--- src/rswc_defs.vh ---
// Purpose: Constants for the reset source and watchdog controller
// Assumes: 40 MHz system clock, APB register access
// Notes:   Offsets are byte addresses of 32-bit words
`ifndef RSWC_DEFS_VH
`define RSWC_DEFS_VH
// ============================================================
// Clock and timing
`define RSWC_CLK_HZ     40000000
`define RSWC_CLK_MHZ    40
`define RSWC_TOUT_NS    64000
`define RSWC_TOUT_CYC   ((`RSWC_TOUT_NS*`RSWC_CLK_MHZ+999)/1000)
`define RSWC_WDOSC_HZ   128000
`define RSWC_WDOSC_DIV  (`RSWC_CLK_HZ/`RSWC_WDOSC_HZ)
`define RSWC_UNLOCK_CYC 3'h4
`define RSWC_UNLOCK_SIG 8'hd8
`define RSWC_WDT_BASE   21'h000800
`define RSWC_WDP_MAX    4'h9
// ============================================================
// Register offsets
`define RSWC_OFS_WDT    8'h00
`define RSWC_OFS_MON    8'h04
`define RSWC_OFS_FLG    8'h08
`define RSWC_OFS_UNLK   8'h0c
// ============================================================
// Watchdog control fields
`define RSWC_WD_IRQF    7
`define RSWC_WD_IRQE    6
`define RSWC_WD_P3      5
`define RSWC_WD_EN      3
// Supply monitor fields
`define RSWC_MON_FLAG   7
`define RSWC_MON_IRQE   6
`define RSWC_LVL_OFF    3'h0
`define RSWC_LVL_RST1   3'h1
`define RSWC_LVL_RST2   3'h2
`define RSWC_LVL_FLG1   3'h3
`define RSWC_LVL_FLG2   3'h4
// Reset cause flag fields
`define RSWC_FL_POR     0
`define RSWC_FL_EXT     1
`define RSWC_FL_WDT     3
`endif

--- src/rswc_top.v ---
// Purpose: Reset sources, start-up delay, supply monitor, watchdog
// Assumes: one instruction cycle equals one clk_sys cycle
// Notes:   Registers on APB; core reset output is active low
`include "rswc_defs.vh"

module rswc_top
#(
    parameter TOUT_CYC = `RSWC_TOUT_CYC
)
(
    // Clock and reset
    input  wire        clk_sys,
    input  wire        rst_n,
    // APB slave
    input  wire        psel,
    input  wire        penable,
    input  wire        pwrite,
    input  wire [7:0]  paddr,
    input  wire [31:0] pwdata,
    output reg  [31:0] prdata,
    output reg         pready,
    output reg         pslverr,
    // Supply detection
    input  wire        supplyBelowPot,
    input  wire        supplyBelowLevel,
    output reg  [2:0]  supplyLevelSelect,
    // External reset pin
    input  wire        resetPinN,
    input  wire        extResetEnable,
    // Watchdog fuse and core events
    input  wire        wdtAlwaysOnFuse,
    input  wire        wdtRestart,
    input  wire        wdtIrqAck,
    // Towards the core
    output reg         coreResetN_r,
    output reg         wdtIrq_r,
    output reg         lowSupplyIrq_r
);

    // ============================================================
    // States, one-hot
    localparam [4:0] S_HOLD = 5'b00001;
    localparam [4:0] S_POR  = 5'b00010;
    localparam [4:0] S_DLY  = 5'b00100;
    localparam [4:0] S_RUN  = 5'b01000;
    localparam [4:0] S_WPUL = 5'b10000;
    // Full width first, then cut to the counter widths on purpose
    localparam [31:0] TOUT_LAST_W = TOUT_CYC - 1;
    localparam [31:0] DIV_LAST_W  = `RSWC_WDOSC_DIV - 1;
    localparam [11:0] TOUT_LAST   = TOUT_LAST_W[11:0];
    localparam [8:0]  DIV_LAST    = DIV_LAST_W[8:0];

    reg  [4:0]  state_r;
    reg  [4:0]  state_nxt;
    reg  [11:0] dlyCnt_r;
    reg  [11:0] dlyCnt_nxt;
    reg         porSeen_r;
    reg         porSeen_nxt;
    reg  [8:0]  divCnt_r;
    reg  [20:0] wdtCnt_r;
    reg         wdtEn_r;
    reg         wdtIrqEn_r;
    reg         wdtIrqFlag_r;
    reg  [3:0]  wdtPre_r;
    reg  [2:0]  unlockCnt_r;
    reg         monIrqEn_r;
    reg         lowFlag_r;
    reg         trigDly_r;
    reg         flagPor_r;
    reg         flagExt_r;
    reg         flagWdt_r;
    reg         wdtResetEv;
    reg         setPor;
    reg         setExt;

    // ============================================================
    // Bus decode
    wire        busAcc  = psel & penable & pready;
    wire        busWr   = busAcc & pwrite;
    wire        wrWdt   = busWr & (paddr == `RSWC_OFS_WDT);
    wire        wrMon   = busWr & (paddr == `RSWC_OFS_MON);
    wire        wrFlg   = busWr & (paddr == `RSWC_OFS_FLG);
    wire        wrUnlk  = busWr & (paddr == `RSWC_OFS_UNLK);

    // ============================================================
    // Reset sources
    wire vlmRstLvl = (supplyLevelSelect == `RSWC_LVL_RST1) |
                     (supplyLevelSelect == `RSWC_LVL_RST2);
    wire porSrc = supplyBelowPot |
                  (vlmRstLvl & supplyBelowLevel);
    wire pinSrc = extResetEnable & ~resetPinN;
    wire intRst = ~state_r[3];
    wire fuse   = wdtAlwaysOnFuse;

    // Pin path bypasses the clock; gated off in power-up count
    wire pinRstN = rst_n & ~(pinSrc & ~state_r[1]);

    // ============================================================
    // Reset sequencer
    always @*
    begin
        state_nxt   = state_r;
        dlyCnt_nxt  = dlyCnt_r;
        porSeen_nxt = porSeen_r;
        setPor      = 1'b0;
        setExt      = 1'b0;
        if (porSrc)
        begin
            // Re-asserts at once from any state
            state_nxt   = S_HOLD;
            porSeen_nxt = 1'b1;
        end
        else
        begin
            case (state_r)
                S_HOLD:
                begin
                    dlyCnt_nxt = 12'h000;
                    if (porSeen_r)
                    begin
                        state_nxt = S_POR;
                        setPor    = 1'b1;
                    end
                    else if (!pinSrc)
                        state_nxt = S_DLY;
                end
                S_POR:
                begin
                    // Pin is not looked at until count ends
                    dlyCnt_nxt = dlyCnt_r + 12'h001;
                    if (dlyCnt_r == TOUT_LAST)
                    begin
                        porSeen_nxt = 1'b0;
                        if (pinSrc)
                        begin
                            state_nxt = S_HOLD;
                            setExt    = 1'b1;
                        end
                        else
                            state_nxt = S_RUN;
                    end
                end
                S_DLY:
                begin
                    dlyCnt_nxt = dlyCnt_r + 12'h001;
                    if (pinSrc)
                    begin
                        state_nxt = S_HOLD;
                        setExt    = 1'b1;
                    end
                    else if (dlyCnt_r == TOUT_LAST)
                        state_nxt = S_RUN;
                end
                S_RUN:
                begin
                    if (pinSrc)
                    begin
                        state_nxt = S_HOLD;
                        setExt    = 1'b1;
                    end
                    else if (wdtResetEv)
                        state_nxt = S_WPUL;
                end
                S_WPUL:
                begin
                    // One cycle pulse; delay starts at its end
                    dlyCnt_nxt = 12'h000;
                    state_nxt  = S_DLY;
                end
                default:
                    state_nxt = S_HOLD;
            endcase
        end
    end

    always @(posedge clk_sys or negedge rst_n)
    begin
        if (!rst_n)
        begin
            state_r   <= S_HOLD;
            dlyCnt_r  <= 12'h000;
            porSeen_r <= 1'b1;
        end
        else
        begin
            state_r   <= state_nxt;
            dlyCnt_r  <= dlyCnt_nxt;
            porSeen_r <= porSeen_nxt;
        end
    end

    // Core reset; pin clears it even with the clock stopped
    always @(posedge clk_sys or negedge pinRstN)
    begin
        if (!pinRstN)
            coreResetN_r <= 1'b0;
        else
            coreResetN_r <= (state_nxt == S_RUN);
    end

    // ============================================================
    // Watchdog oscillator tick, derived by divider
    wire wdTick = (divCnt_r == DIV_LAST);
    always @(posedge clk_sys or negedge rst_n)
    begin
        if (!rst_n)
            divCnt_r <= 9'h000;
        else if (wdTick)
            divCnt_r <= 9'h000;
        else
            divCnt_r <= divCnt_r + 9'h001;
    end

    // Watchdog period; reserved codes act as the longest
    wire [3:0]  wdpEff  = (wdtPre_r > `RSWC_WDP_MAX) ?
                          `RSWC_WDP_MAX : wdtPre_r;
    wire [20:0] wdtLast = (`RSWC_WDT_BASE << wdpEff) - 21'h1;
    wire wdtEnEff = fuse | wdtEn_r | flagWdt_r;
    wire wdtIrqMd = wdtIrqEn_r & ~fuse;
    wire wdtRun   = wdtEnEff | wdtIrqMd;
    wire wdtExp   = wdtRun & wdTick & (wdtCnt_r == wdtLast);
    wire wdtIrqEv = wdtExp & wdtIrqMd;
    wire unlocked = (unlockCnt_r != 3'h0);

    always @*
        wdtResetEv = wdtExp & ~wdtIrqMd & wdtEnEff;

    // Counter
    always @(posedge clk_sys or negedge rst_n)
    begin
        if (!rst_n)
            wdtCnt_r <= 21'h000000;
        else if (intRst | wdtRestart | ~wdtRun | wdtExp)
            wdtCnt_r <= 21'h000000;
        else if (wdTick)
            wdtCnt_r <= wdtCnt_r + 21'h000001;
    end

    // Unlock window, closed by time or by a control write
    always @(posedge clk_sys or negedge rst_n)
    begin
        if (!rst_n)
            unlockCnt_r <= 3'h0;
        else if (wrUnlk && pwdata[7:0] == `RSWC_UNLOCK_SIG)
            unlockCnt_r <= `RSWC_UNLOCK_CYC;
        else if (wrWdt | intRst)
            unlockCnt_r <= 3'h0;
        else if (unlocked)
            unlockCnt_r <= unlockCnt_r - 3'h1;
    end

    // Watchdog control register
    always @(posedge clk_sys or negedge rst_n)
    begin
        if (!rst_n)
        begin
            wdtEn_r      <= 1'b0;
            wdtIrqEn_r   <= 1'b0;
            wdtIrqFlag_r <= 1'b0;
            wdtPre_r     <= 4'h0;
        end
        else if (intRst)
        begin
            wdtEn_r      <= 1'b0;
            wdtIrqEn_r   <= 1'b0;
            wdtIrqFlag_r <= 1'b0;
            wdtPre_r     <= 4'h0;
        end
        else
        begin
            if (wrWdt)
            begin
                wdtIrqEn_r <= pwdata[`RSWC_WD_IRQE];
                if (!fuse || unlocked)
                    wdtPre_r <= {pwdata[`RSWC_WD_P3],
                                 pwdata[2:0]};
                // Level 2 ignores the enable bit entirely
                if (!fuse && (pwdata[`RSWC_WD_EN] || unlocked))
                    wdtEn_r <= pwdata[`RSWC_WD_EN];
            end
            else if (wdtIrqAck && wdtEnEff)
                wdtIrqEn_r <= 1'b0;
            // Set wins over write-one and service clear
            if (wdtIrqEv)
                wdtIrqFlag_r <= 1'b1;
            else if (wdtIrqAck ||
                     (wrWdt && pwdata[`RSWC_WD_IRQF]))
                wdtIrqFlag_r <= 1'b0;
        end
    end

    // ============================================================
    // Supply level monitor
    wire lvlFlagMd = (supplyLevelSelect == `RSWC_LVL_FLG1) |
                     (supplyLevelSelect == `RSWC_LVL_FLG2);
    wire trig      = lvlFlagMd & supplyBelowLevel;
    wire lvlChg    = wrMon & (pwdata[2:0] != supplyLevelSelect);

    always @(posedge clk_sys or negedge rst_n)
    begin
        if (!rst_n)
        begin
            supplyLevelSelect <= `RSWC_LVL_OFF;
            monIrqEn_r        <= 1'b0;
            lowFlag_r         <= 1'b0;
            trigDly_r         <= 1'b0;
        end
        else
        begin
            trigDly_r <= trig;
            if (wrMon)
            begin
                monIrqEn_r <= pwdata[`RSWC_MON_IRQE];
                // Illegal codes are refused, old level kept
                if (pwdata[2:0] <= `RSWC_LVL_FLG2)
                    supplyLevelSelect <= pwdata[2:0];
            end
            // New crossing sets; set wins over any clear
            if (trig && !trigDly_r)
                lowFlag_r <= 1'b1;
            else if (!trig || lvlChg ||
                     (wrMon && !pwdata[`RSWC_MON_FLAG]))
                lowFlag_r <= 1'b0;
        end
    end

    // ============================================================
    // Reset cause flags, cleared by writing zero
    always @(posedge clk_sys or negedge rst_n)
    begin
        if (!rst_n)
        begin
            flagPor_r <= 1'b1;
            flagExt_r <= 1'b0;
            flagWdt_r <= 1'b0;
        end
        else
        begin
            if (setPor)
                flagPor_r <= 1'b1;
            else if (wrFlg && !pwdata[`RSWC_FL_POR])
                flagPor_r <= 1'b0;
            if (setExt)
                flagExt_r <= 1'b1;
            else if (wrFlg && !pwdata[`RSWC_FL_EXT])
                flagExt_r <= 1'b0;
            if (wdtResetEv)
                flagWdt_r <= 1'b1;
            else if (wrFlg && !pwdata[`RSWC_FL_WDT])
                flagWdt_r <= 1'b0;
        end
    end

    // ============================================================
    // Interrupt outputs
    always @(posedge clk_sys or negedge rst_n)
    begin
        if (!rst_n)
        begin
            wdtIrq_r       <= 1'b0;
            lowSupplyIrq_r <= 1'b0;
        end
        else
        begin
            wdtIrq_r       <= wdtIrqFlag_r & wdtIrqMd;
            lowSupplyIrq_r <= lowFlag_r & monIrqEn_r;
        end
    end

    // ============================================================
    // APB read data and ready; one wait state per access
    reg [31:0] rdMux;
    reg        errMux;
    always @*
    begin
        rdMux  = 32'h00000000;
        errMux = 1'b0;
        if (paddr == `RSWC_OFS_WDT)
            rdMux[7:0] = {wdtIrqFlag_r, wdtIrqEn_r, wdtPre_r[3],
                          1'b0, wdtEnEff, wdtPre_r[2:0]};
        else if (paddr == `RSWC_OFS_MON)
            rdMux[7:0] = {lowFlag_r, monIrqEn_r, 3'h0,
                          supplyLevelSelect};
        else if (paddr == `RSWC_OFS_FLG)
            rdMux[7:0] = {4'h0, flagWdt_r, 1'b0,
                          flagExt_r, flagPor_r};
        else if (paddr == `RSWC_OFS_UNLK)
            rdMux = 32'h00000000;
        else
            errMux = 1'b1;
    end

    always @(posedge clk_sys or negedge rst_n)
    begin
        if (!rst_n)
        begin
            pready  <= 1'b0;
            prdata  <= 32'h00000000;
            pslverr <= 1'b0;
        end
        else
        begin
            pready  <= psel & penable & ~pready;
            prdata  <= rdMux;
            pslverr <= psel & penable & ~pready & errMux;
        end
    end

endmodule // rswc_top

--- config.mk ---
export PLATFORM = sky130hd
export DESIGN_NAME = rswc_top
export DESIGN_NICKNAME = d
export VERILOG_FILES = /design/src/rswc_top.v
export VERILOG_INCLUDE_DIRS = /design/src /design/src/src
export SDC_FILE = /design/constraint.sdc
export NUM_CORES = 1
export LEC_CHECK = 0
export BUFFER_PORTS_ARGS = -buffer_cell sky130_fd_sc_hd__buf_2
export CAP_MARGIN = 20
export CORE_UTILIZATION = 35
export CTS_BUF_LIST = sky130_fd_sc_hd__clkbuf_4
export DETAILED_ROUTE_END_ITERATION = 10
export HOLD_SLACK_MARGIN = 0.03
export PLACE_DENSITY = 0.54
export SLEW_MARGIN = 25
export SYNTH_ARGS = -nofsm -noshare
export SYNTH_HDL_FRONTEND = slang
export SYNTH_SLANG_ARGS = --single-unit
--- constraint.sdc ---
create_clock -name clk_sys -period 0.9 [get_ports clk_sys]
set_input_delay 0.18 -clock clk_sys [delete_from_list [all_inputs] [get_ports clk_sys]]
set_output_delay 0.18 -clock clk_sys [all_outputs]
set_load 0.01 [all_outputs]
==> flow_summary_export.csv, run 1 <==
group,metric,value,unit
placement,io_buffers,42,
global_routing,grt.total_usage,0.190,
cells_and_area,final_util,0.534,
sta,period_share,2.86,
power,vdd_ir_drop_max,0.606,mV
clock_tree,htreeDepth,3,
critical_path,worstPathRequired,1270,ps
power,powerDensity,1010,nW/µm²
route,routedWlPerCell,14.3,µm
sta,worst_slew_pin_slew,622,ps
route,drt_wl_total,12100,µm
critical_path,crit_fanout,4,
synth,yosys.area.top_type,"dfrtp_1",
die,ios,92,
synth,synth-main-ff-cell,"dfrtp_1",
clock_tree,clk_path_buf_depth,2,
synth,yosys_warnings,0,
critical_path,reg2reg_depth,9,
sta,setup_viol,89,
run_status,status,"finished, violations left",
route,ant_nets,0,
clock_tree,cts_buffers,9,
cells_and_area,final-instance-count-excl-fill,849,
clock_tree,clock_sinks,79,
placement,dpl.cell_count,797,
critical_path,reg2reg_to,"state_r[4]$_DFF_PN0_",
worst_hold_path,hold_depth,3,
synth,synth_top_area_share,0.422,
cells_and_area,fillers,1162,
worst_hold_path,hp-class,"primary input to register",
cells_and_area,nets,730,
run_status,violations,"DRC, setup timing",
die,die_w,116,µm
sta,hold_ws,90.9,ps
die,die_h,116,µm
critical_path,r2r_slack,-1670,ps
route,drtIter0Drc,169,
global_routing,grt.overflow.total,0,
worst_hold_path,hp-start,"supplyBelowLevel",
clock_tree,clock_latency,440,ps
sta,slew_headroom,0.581,
global_routing,grt_max_degree,25,
critical_path,endpoint_kind,"register",
global_routing,grt_first_pass_wirelength,19400,µm
sta,fmax,388,MHz
global_routing,grt_pass1_vias,4166,
cells_and_area,drive_above_1_share,0.446,
global_routing,grt_antenna_before_repair,0,
sta,timing.final.hold_violations,0,
route,via_count,4123,
global_routing,met3_usage,0.0356,
synth,ys_async_sr_fraction,1.00,
cells_and_area,final_cell_mix,"120 x buf_4, 74 x dfrtp_1, 54 x nor2_1, 38 x buf_6, 36 x buf_2",
sta,setup_slack,-1670,ps
synth,syn-cell-area,4510,µm²
sta,period_needed,2570,ps
critical_path,cp-start-kind,"register",
synth,ys_seq_area_frac,0.439,
die,rows,41,
die,core_area,12600,µm²
global_routing,busiest_layer,"met2",
critical_path,r2r_start,"wdtPre_r[1]$_DFFE_PN0P_",
route,drc,2,
cells_and_area,layout_commonest_cell,"buf_4",
synth,synth_edf_count,0,
cells_and_area,antenna_cells,0,
synth,syn_area_per_cell,9.40,µm²
placement,place_ws,-1710,ps
clock_tree,clockRootBuffer,"clkbuf_4",
sta,finClkSkew,16.4,ps
job,max_cap_viol_count,0,
die,start_util,0.358,
route,viasPerCell,4.86,
synth,synthCells,480,
synth,synth_cell_type_count,59,
placement,place_hpwl,8630,µm
power,leakage,3.12,nW
cells_and_area,syn_to_final_growth,49.4,%
sta,drv_slew,0,
sta,rsz0062_at_grt,"true",
sta,tns,-73260,ps
synth,synth_seq_cells,79,
placement,place_congestion,0.884,
worst_hold_path,holdPathEnd,"trigDly_r$_DFF_PN0_",
critical_path,crit_type,"register to register",
global_routing,globalRouteMet2Util,0.338,
die,die_area,13300,µm²
synth,synth.area.top_cells,"dfrtp_1 42%, xor2_1 5.6%, nor2_1 5.4%",
critical_path,arrival,2940,ps
global_routing,met1_usage,0.226,
clock_tree,path_clk_slew,130,ps
route,first_pass_iters,7,
clock_tree,cts_tree,"done",
## worst max-delay path: stages (launching register included)
cell,delay (ps)
dfrtp_1,450
nor4_4,320
inv_2,70
ha_4,170
nor3b_1,130
a31o_1,190
or3_1,300
a221o_1,340
or3_4,410
nor4_2,130
## sequential cells by signal (all words and copies together), names as in the netlist
| signal | cells |
|---|---|
| supplyLevelSelect | 3 |
| wdtIrq_r | 1 |
| flagPor_r | 1 |
| monIrqEn_r | 1 |
| wdtPre_r | 4 |
| wdtIrqFlag_r | 1 |
| coreResetN_r | 1 |
| unlockCnt_r | 3 |
| pslverr | 1 |
| wdtEn_r | 1 |
| trigDly_r | 1 |
| flagWdt_r | 1 |
| lowFlag_r | 1 |
| flagExt_r | 1 |
| wdtCnt_r | 21 |
| state_r | 5 |
| wdtIrqEn_r | 1 |
| dlyCnt_r | 12 |
| prdata | 7 |
| pready | 1 |
| divCnt_r | 9 |
| porSeen_r | 1 |
| lowSupplyIrq_r | 1 |
## stage by stage
stage / total power, W / cell area [µm²]
after floorplan: 0.00426 / 4820
after global placement: 0.00469 / 5880
after detailed placement: 0.00470 / 5880
after CTS: 0.00682 / 6470
after global routing: 0.00719 / 6740
final: 0.00682 / 6740
## per-layer routing
layer | wire length, µm | vias up
met5 | 0 | -
li1 | - | 1996
met4 | 257 | 0
met3 | 380 | 22
met1 | 5260 | 2023
met2 | 6230 | 82
## timing repair
action	CTS	global route
pin swaps	31	18
hold endpoints to repair	79	0
buffers inserted	17	19
hold buffers	5	0
resized for setup	72	41
cloned	0	0
setup endpoints to repair	88	89
## synth_stat cells (all sizes together), types with 2 or more instances
library cell  instances
nor3                  9
and3                 14
nor2b                 9
a31oi                 4
dfstp                 3
o31ai                 5
ha                    6
and4                  5
nor4b                 5
mux2i                11
nand2b                4
nor3b                 4
o41ai                 2
o31a                  2
nand3                11
and2                 10
nand2                33
nand4                16
inv                  13
nand3b                2
mux2                  2
a2111oi               2
a211oi                2
a21o                  2
nor4                  8
or4                   4
a31o                  3
buf                  35
xnor2                18
a21oi                17
o21ai                15
clkbuf               14
nor2                 65
dfrtp                76
xor2                 29
or3                   6
a21boi                3
## kinds of logic (layout without fill, tap and decap cells)
kind of cell             count (synthesis)  in the layout  share of synthesized area
adder cells (fa/ha/maj)                  6              6                     0.0166
AO/OA/AOI/OAI                           64             64                     0.0990
other                                    1             25                   0.000831
multiplexers                            13             13                     0.0294
AND/OR/NAND/NOR                        208            208                      0.245
buffers and inverters                   62            235                     0.0788
flip-flops                              79             79                      0.439
XOR/XNOR                                47             47                     0.0912
## report_power, final
group | internal, W | switching (W) | total (W)
registers | 0.00360 | 0.0000316 | 0.00363
clock network | 0.000720 | 0.00124 | 0.00196
logic | 0.000587 | 0.000642 | 0.00123
## area by class of cell
| class | instances | area [µm²] | area share |
|---|---|---|---|
| Timing Repair Buffer | 206 | 1690 | 0.251 |
| Sequential cell | 79 | 1980 | 0.294 |
| Inverter | 13 | 53.8 | 0.00798 |
| Clock inverter | 2 | 10.0 | 0.00148 |
| Multi-Input combinational cell | 363 | 2690 | 0.398 |
| Clock buffer | 14 | 105 | 0.0156 |
| Tap cell | 172 | 215 | 0.0319 |
## worst max path at each step
stage	endpoint	depth (start not counted)	from
6_report	state_r[4]$_DFF_PN0_	9	wdtPre_r[1]$_DFFE_PN0P_
3_5_place_dp	state_r[4]$_DFF_PN0_	9	wdtPre_r[2]$_DFFE_PN0P_
2_1_floorplan	state_r[4]$_DFF_PN0_	10	wdtPre_r[0]$_DFFE_PN0P_
5_1_grt	state_r[4]$_DFF_PN0_	10	wdtPre_r[2]$_DFFE_PN0P_
3_3_place_gp	state_r[4]$_DFF_PN0_	9	wdtPre_r[2]$_DFFE_PN0P_
4_1_cts	state_r[4]$_DFF_PN0_	9	wdtPre_r[1]$_DFFE_PN0P_
No activity file was read; power rests on OpenSTA's default activity.
==> run 2: changes to the inputs <==
- BUFFER_PORTS_ARGS: -buffer_cell sky130_fd_sc_hd__buf_2 -> -buffer_cell sky130_fd_sc_hd__buf_4
==> flow_summary_export.csv, run 2 (synthesis results as in run 1) <==
group,metric,value,unit
cells_and_area,drive_above_1_share,0.427,
route,drtIter0Drc,163,
route,viasPerCell,4.80,
sta,period_share,2.97,
cells_and_area,syn_to_final_growth,51.6,%
cells_and_area,antenna_cells,0,
critical_path,endpoint_kind,"register",
clock_tree,clockRootBuffer,"clkbuf_4",
critical_path,cp_slowest_cell,"dfrtp_2",
cells_and_area,multi_input_area,2700,µm²
placement,dpl-instance-area,5970,µm²
critical_path,crit_type,"register to register",
global_routing,grt_antenna_before_repair,0,
sta,setup_slack,-1770,ps
die,die_h,116,µm
cells_and_area,largest_reg_flops,21,
route,ant_nets,0,
sta,setup_viol,89,
global_routing,grt.overflow.total,0,
power,leakage,3.11,nW
route,drc,0,
global_routing,grt_first_pass_wirelength,20200,µm
placement,place_hpwl,8700,µm
critical_path,max_stage_delay,460,ps
cells_and_area,seq_area,1980,µm²
cells_and_area,nets,723,
cells_and_area,fillers,1181,
cells_and_area,top_regs,"wdtCnt_r (21), dlyCnt_r (12), divCnt_r (9)",
power,p_int,0.00531,W
sta,timing.final.hold_violations,0,
cells_and_area,top_register,"wdtCnt_r",
die,start_util,0.358,
critical_path,crit_buf_inv,1,
power,pwr-share-comb,0.168,
placement,dpl.cell_count,796,
sta,fmax,374,MHz
die,core_area,12600,µm²
global_routing,grt.total_usage,0.198,
clock_tree,cts_tree,"done",
job,max_cap_viol_count,0,
global_routing,grt_max_degree,27,
clock_tree,htreeDepth,3,
power,powerDensity,1070,nW/µm²
sta,worst_slew_pin_slew,598,ps
die,die_w,116,µm
route,first_pass_iters,4,
cells_and_area,final_cell_area,6840,µm²
sta,rsz0062_at_grt,"true",
placement,place_congestion,0.837,
die,rows,41,
critical_path,r2r_slack,-1770,ps
cells_and_area,layout_commonest_cell,"buf_4",
run_status,status,"finished, violations left",
critical_path,path_cells,"nor4_4 -> inv_1 -> ha_2 -> nor3b_1 -> a31o_1 -> or3_1 -> a221o_1 -> or3_4 -> nor4_4",
worst_hold_path,hp-class,"primary input to register",
power,p_sw,0.00202,W
clock_tree,clock_sinks,79,
critical_path,crit_fanout,4,
cells_and_area,final_cell_mix,"142 x buf_4, 73 x dfrtp_1, 53 x nor2_1, 43 x buf_6, 31 x nand2_1",
placement,io_buffers,42,
global_routing,grt_pass1_vias,4298,
power,power,0.00733,W
clock_tree,clk_path_buf_depth,2,
power,p_clk_frac,0.334,
sta,period_needed,2670,ps
critical_path,cp-start-kind,"register",
route,via_count,4040,
run_status,violations,"setup timing",
sta,finClkSkew,23.4,ps
critical_path,cp_common_cell,"nor4_4",
route,drt_wl_total,12200,µm
cells_and_area,final-instance-count-excl-fill,842,
power,swShare,0.276,
clock_tree,path_clk_slew,140,ps
power,power_frac_seq,0.498,
route,routedWlPerCell,14.5,µm
cells_and_area,final_util,0.542,
critical_path,worstPathRequired,1290,ps
sta,drv_slew,0,
critical_path,arrival,3060,ps
clock_tree,clock_latency,460,ps
sta,tns,-75590,ps
die,die_area,13300,µm²
power,vdd_ir_drop_max,0.636,mV
critical_path,worst_path_dominant_cell_family,"simple AND/OR/NAND/NOR gates",
clock_tree,cts_buffers,9,
die,ios,92,
sta,slew_headroom,0.597,
-- run 2: final cells by class --
type                    instances  share of cell area
clock inverters                 7              0.0126
flip-flops and latches         79               0.290
clock buffers                   9             0.00988
repair buffers                199               0.254
inverters                      13             0.00787
multi-input cells             363               0.394
well taps                     172              0.0315
-- run 2: tightest hold or removal path, cell delays in order --
cell and delay, ps:
buf_4 90, buf_4 200, nor4_4 60
-- run 2: repair_timing --
action / in CTS / in global routing
gates resized for setup: 73 / 50
pin swaps: 27 / 32
buffers inserted: 13 / 17
endpoints found under the hold margin: 85 / 0
endpoints found under the setup margin: 87 / 88
hold buffers: 8 / 0
-- run 2: worst paths after layout --
check | startpoint | to | cells past startpoint
min in group asynchronous | rst_n | unlockCnt_r[0]$_DFFE_PN0P_ | 2
worst max register to register | wdtPre_r[1]$_DFFE_PN0P_ | state_r[4]$_DFF_PN0_ | 9
worst max-delay path | wdtPre_r[1]$_DFFE_PN0P_ | state_r[4]$_DFF_PN0_ | 9
worst min register to register | trigDly_r$_DFF_PN0_ | lowFlag_r$_DFFE_PN0P_ | 1
max in group asynchronous | extResetEnable | coreResetN_r$_DFF_PN0_ | 5
worst min-delay path | paddr[3] | prdata[5]$_DFF_PN0_ | 3
-- run 2: layer usage --
| metal | GRT usage | vias up | share of wire |
|---|---|---|---|
| met5 | 0 | - | 0 |
| met4 | 0.0831 | 0 | 0.015 |
| met3 | 0.0387 | 16 | 0.027 |
| met2 | 0.350 | 68 | 0.52 |
| met1 | 0.233 | 1971 | 0.44 |
| li1 | - | 1985 | - |
-- run 2: stage by stage --
stage | hold slack [ps] | worst slack [ps]
2_1_floorplan | -116 | -1660
4_1_cts | 35.4 | -1700
3_5_place_dp | 93.8 | -1700
3_3_place_gp | 97.3 | -1650
5_1_grt | 73.2 | -1860
6_report | 80.2 | -1770
-- run 2: power by group through the flow --
stage	sequential [W]	clock [W]	combinational, W
after floorplan	0.00369	0	0.000561
after global routing	0.00366	0.00269	0.00134
after global placement	0.00371	0	0.00101
after detailed placement	0.00371	0	0.00103
final	0.00365	0.00245	0.00123
after CTS	0.00365	0.00255	0.00116
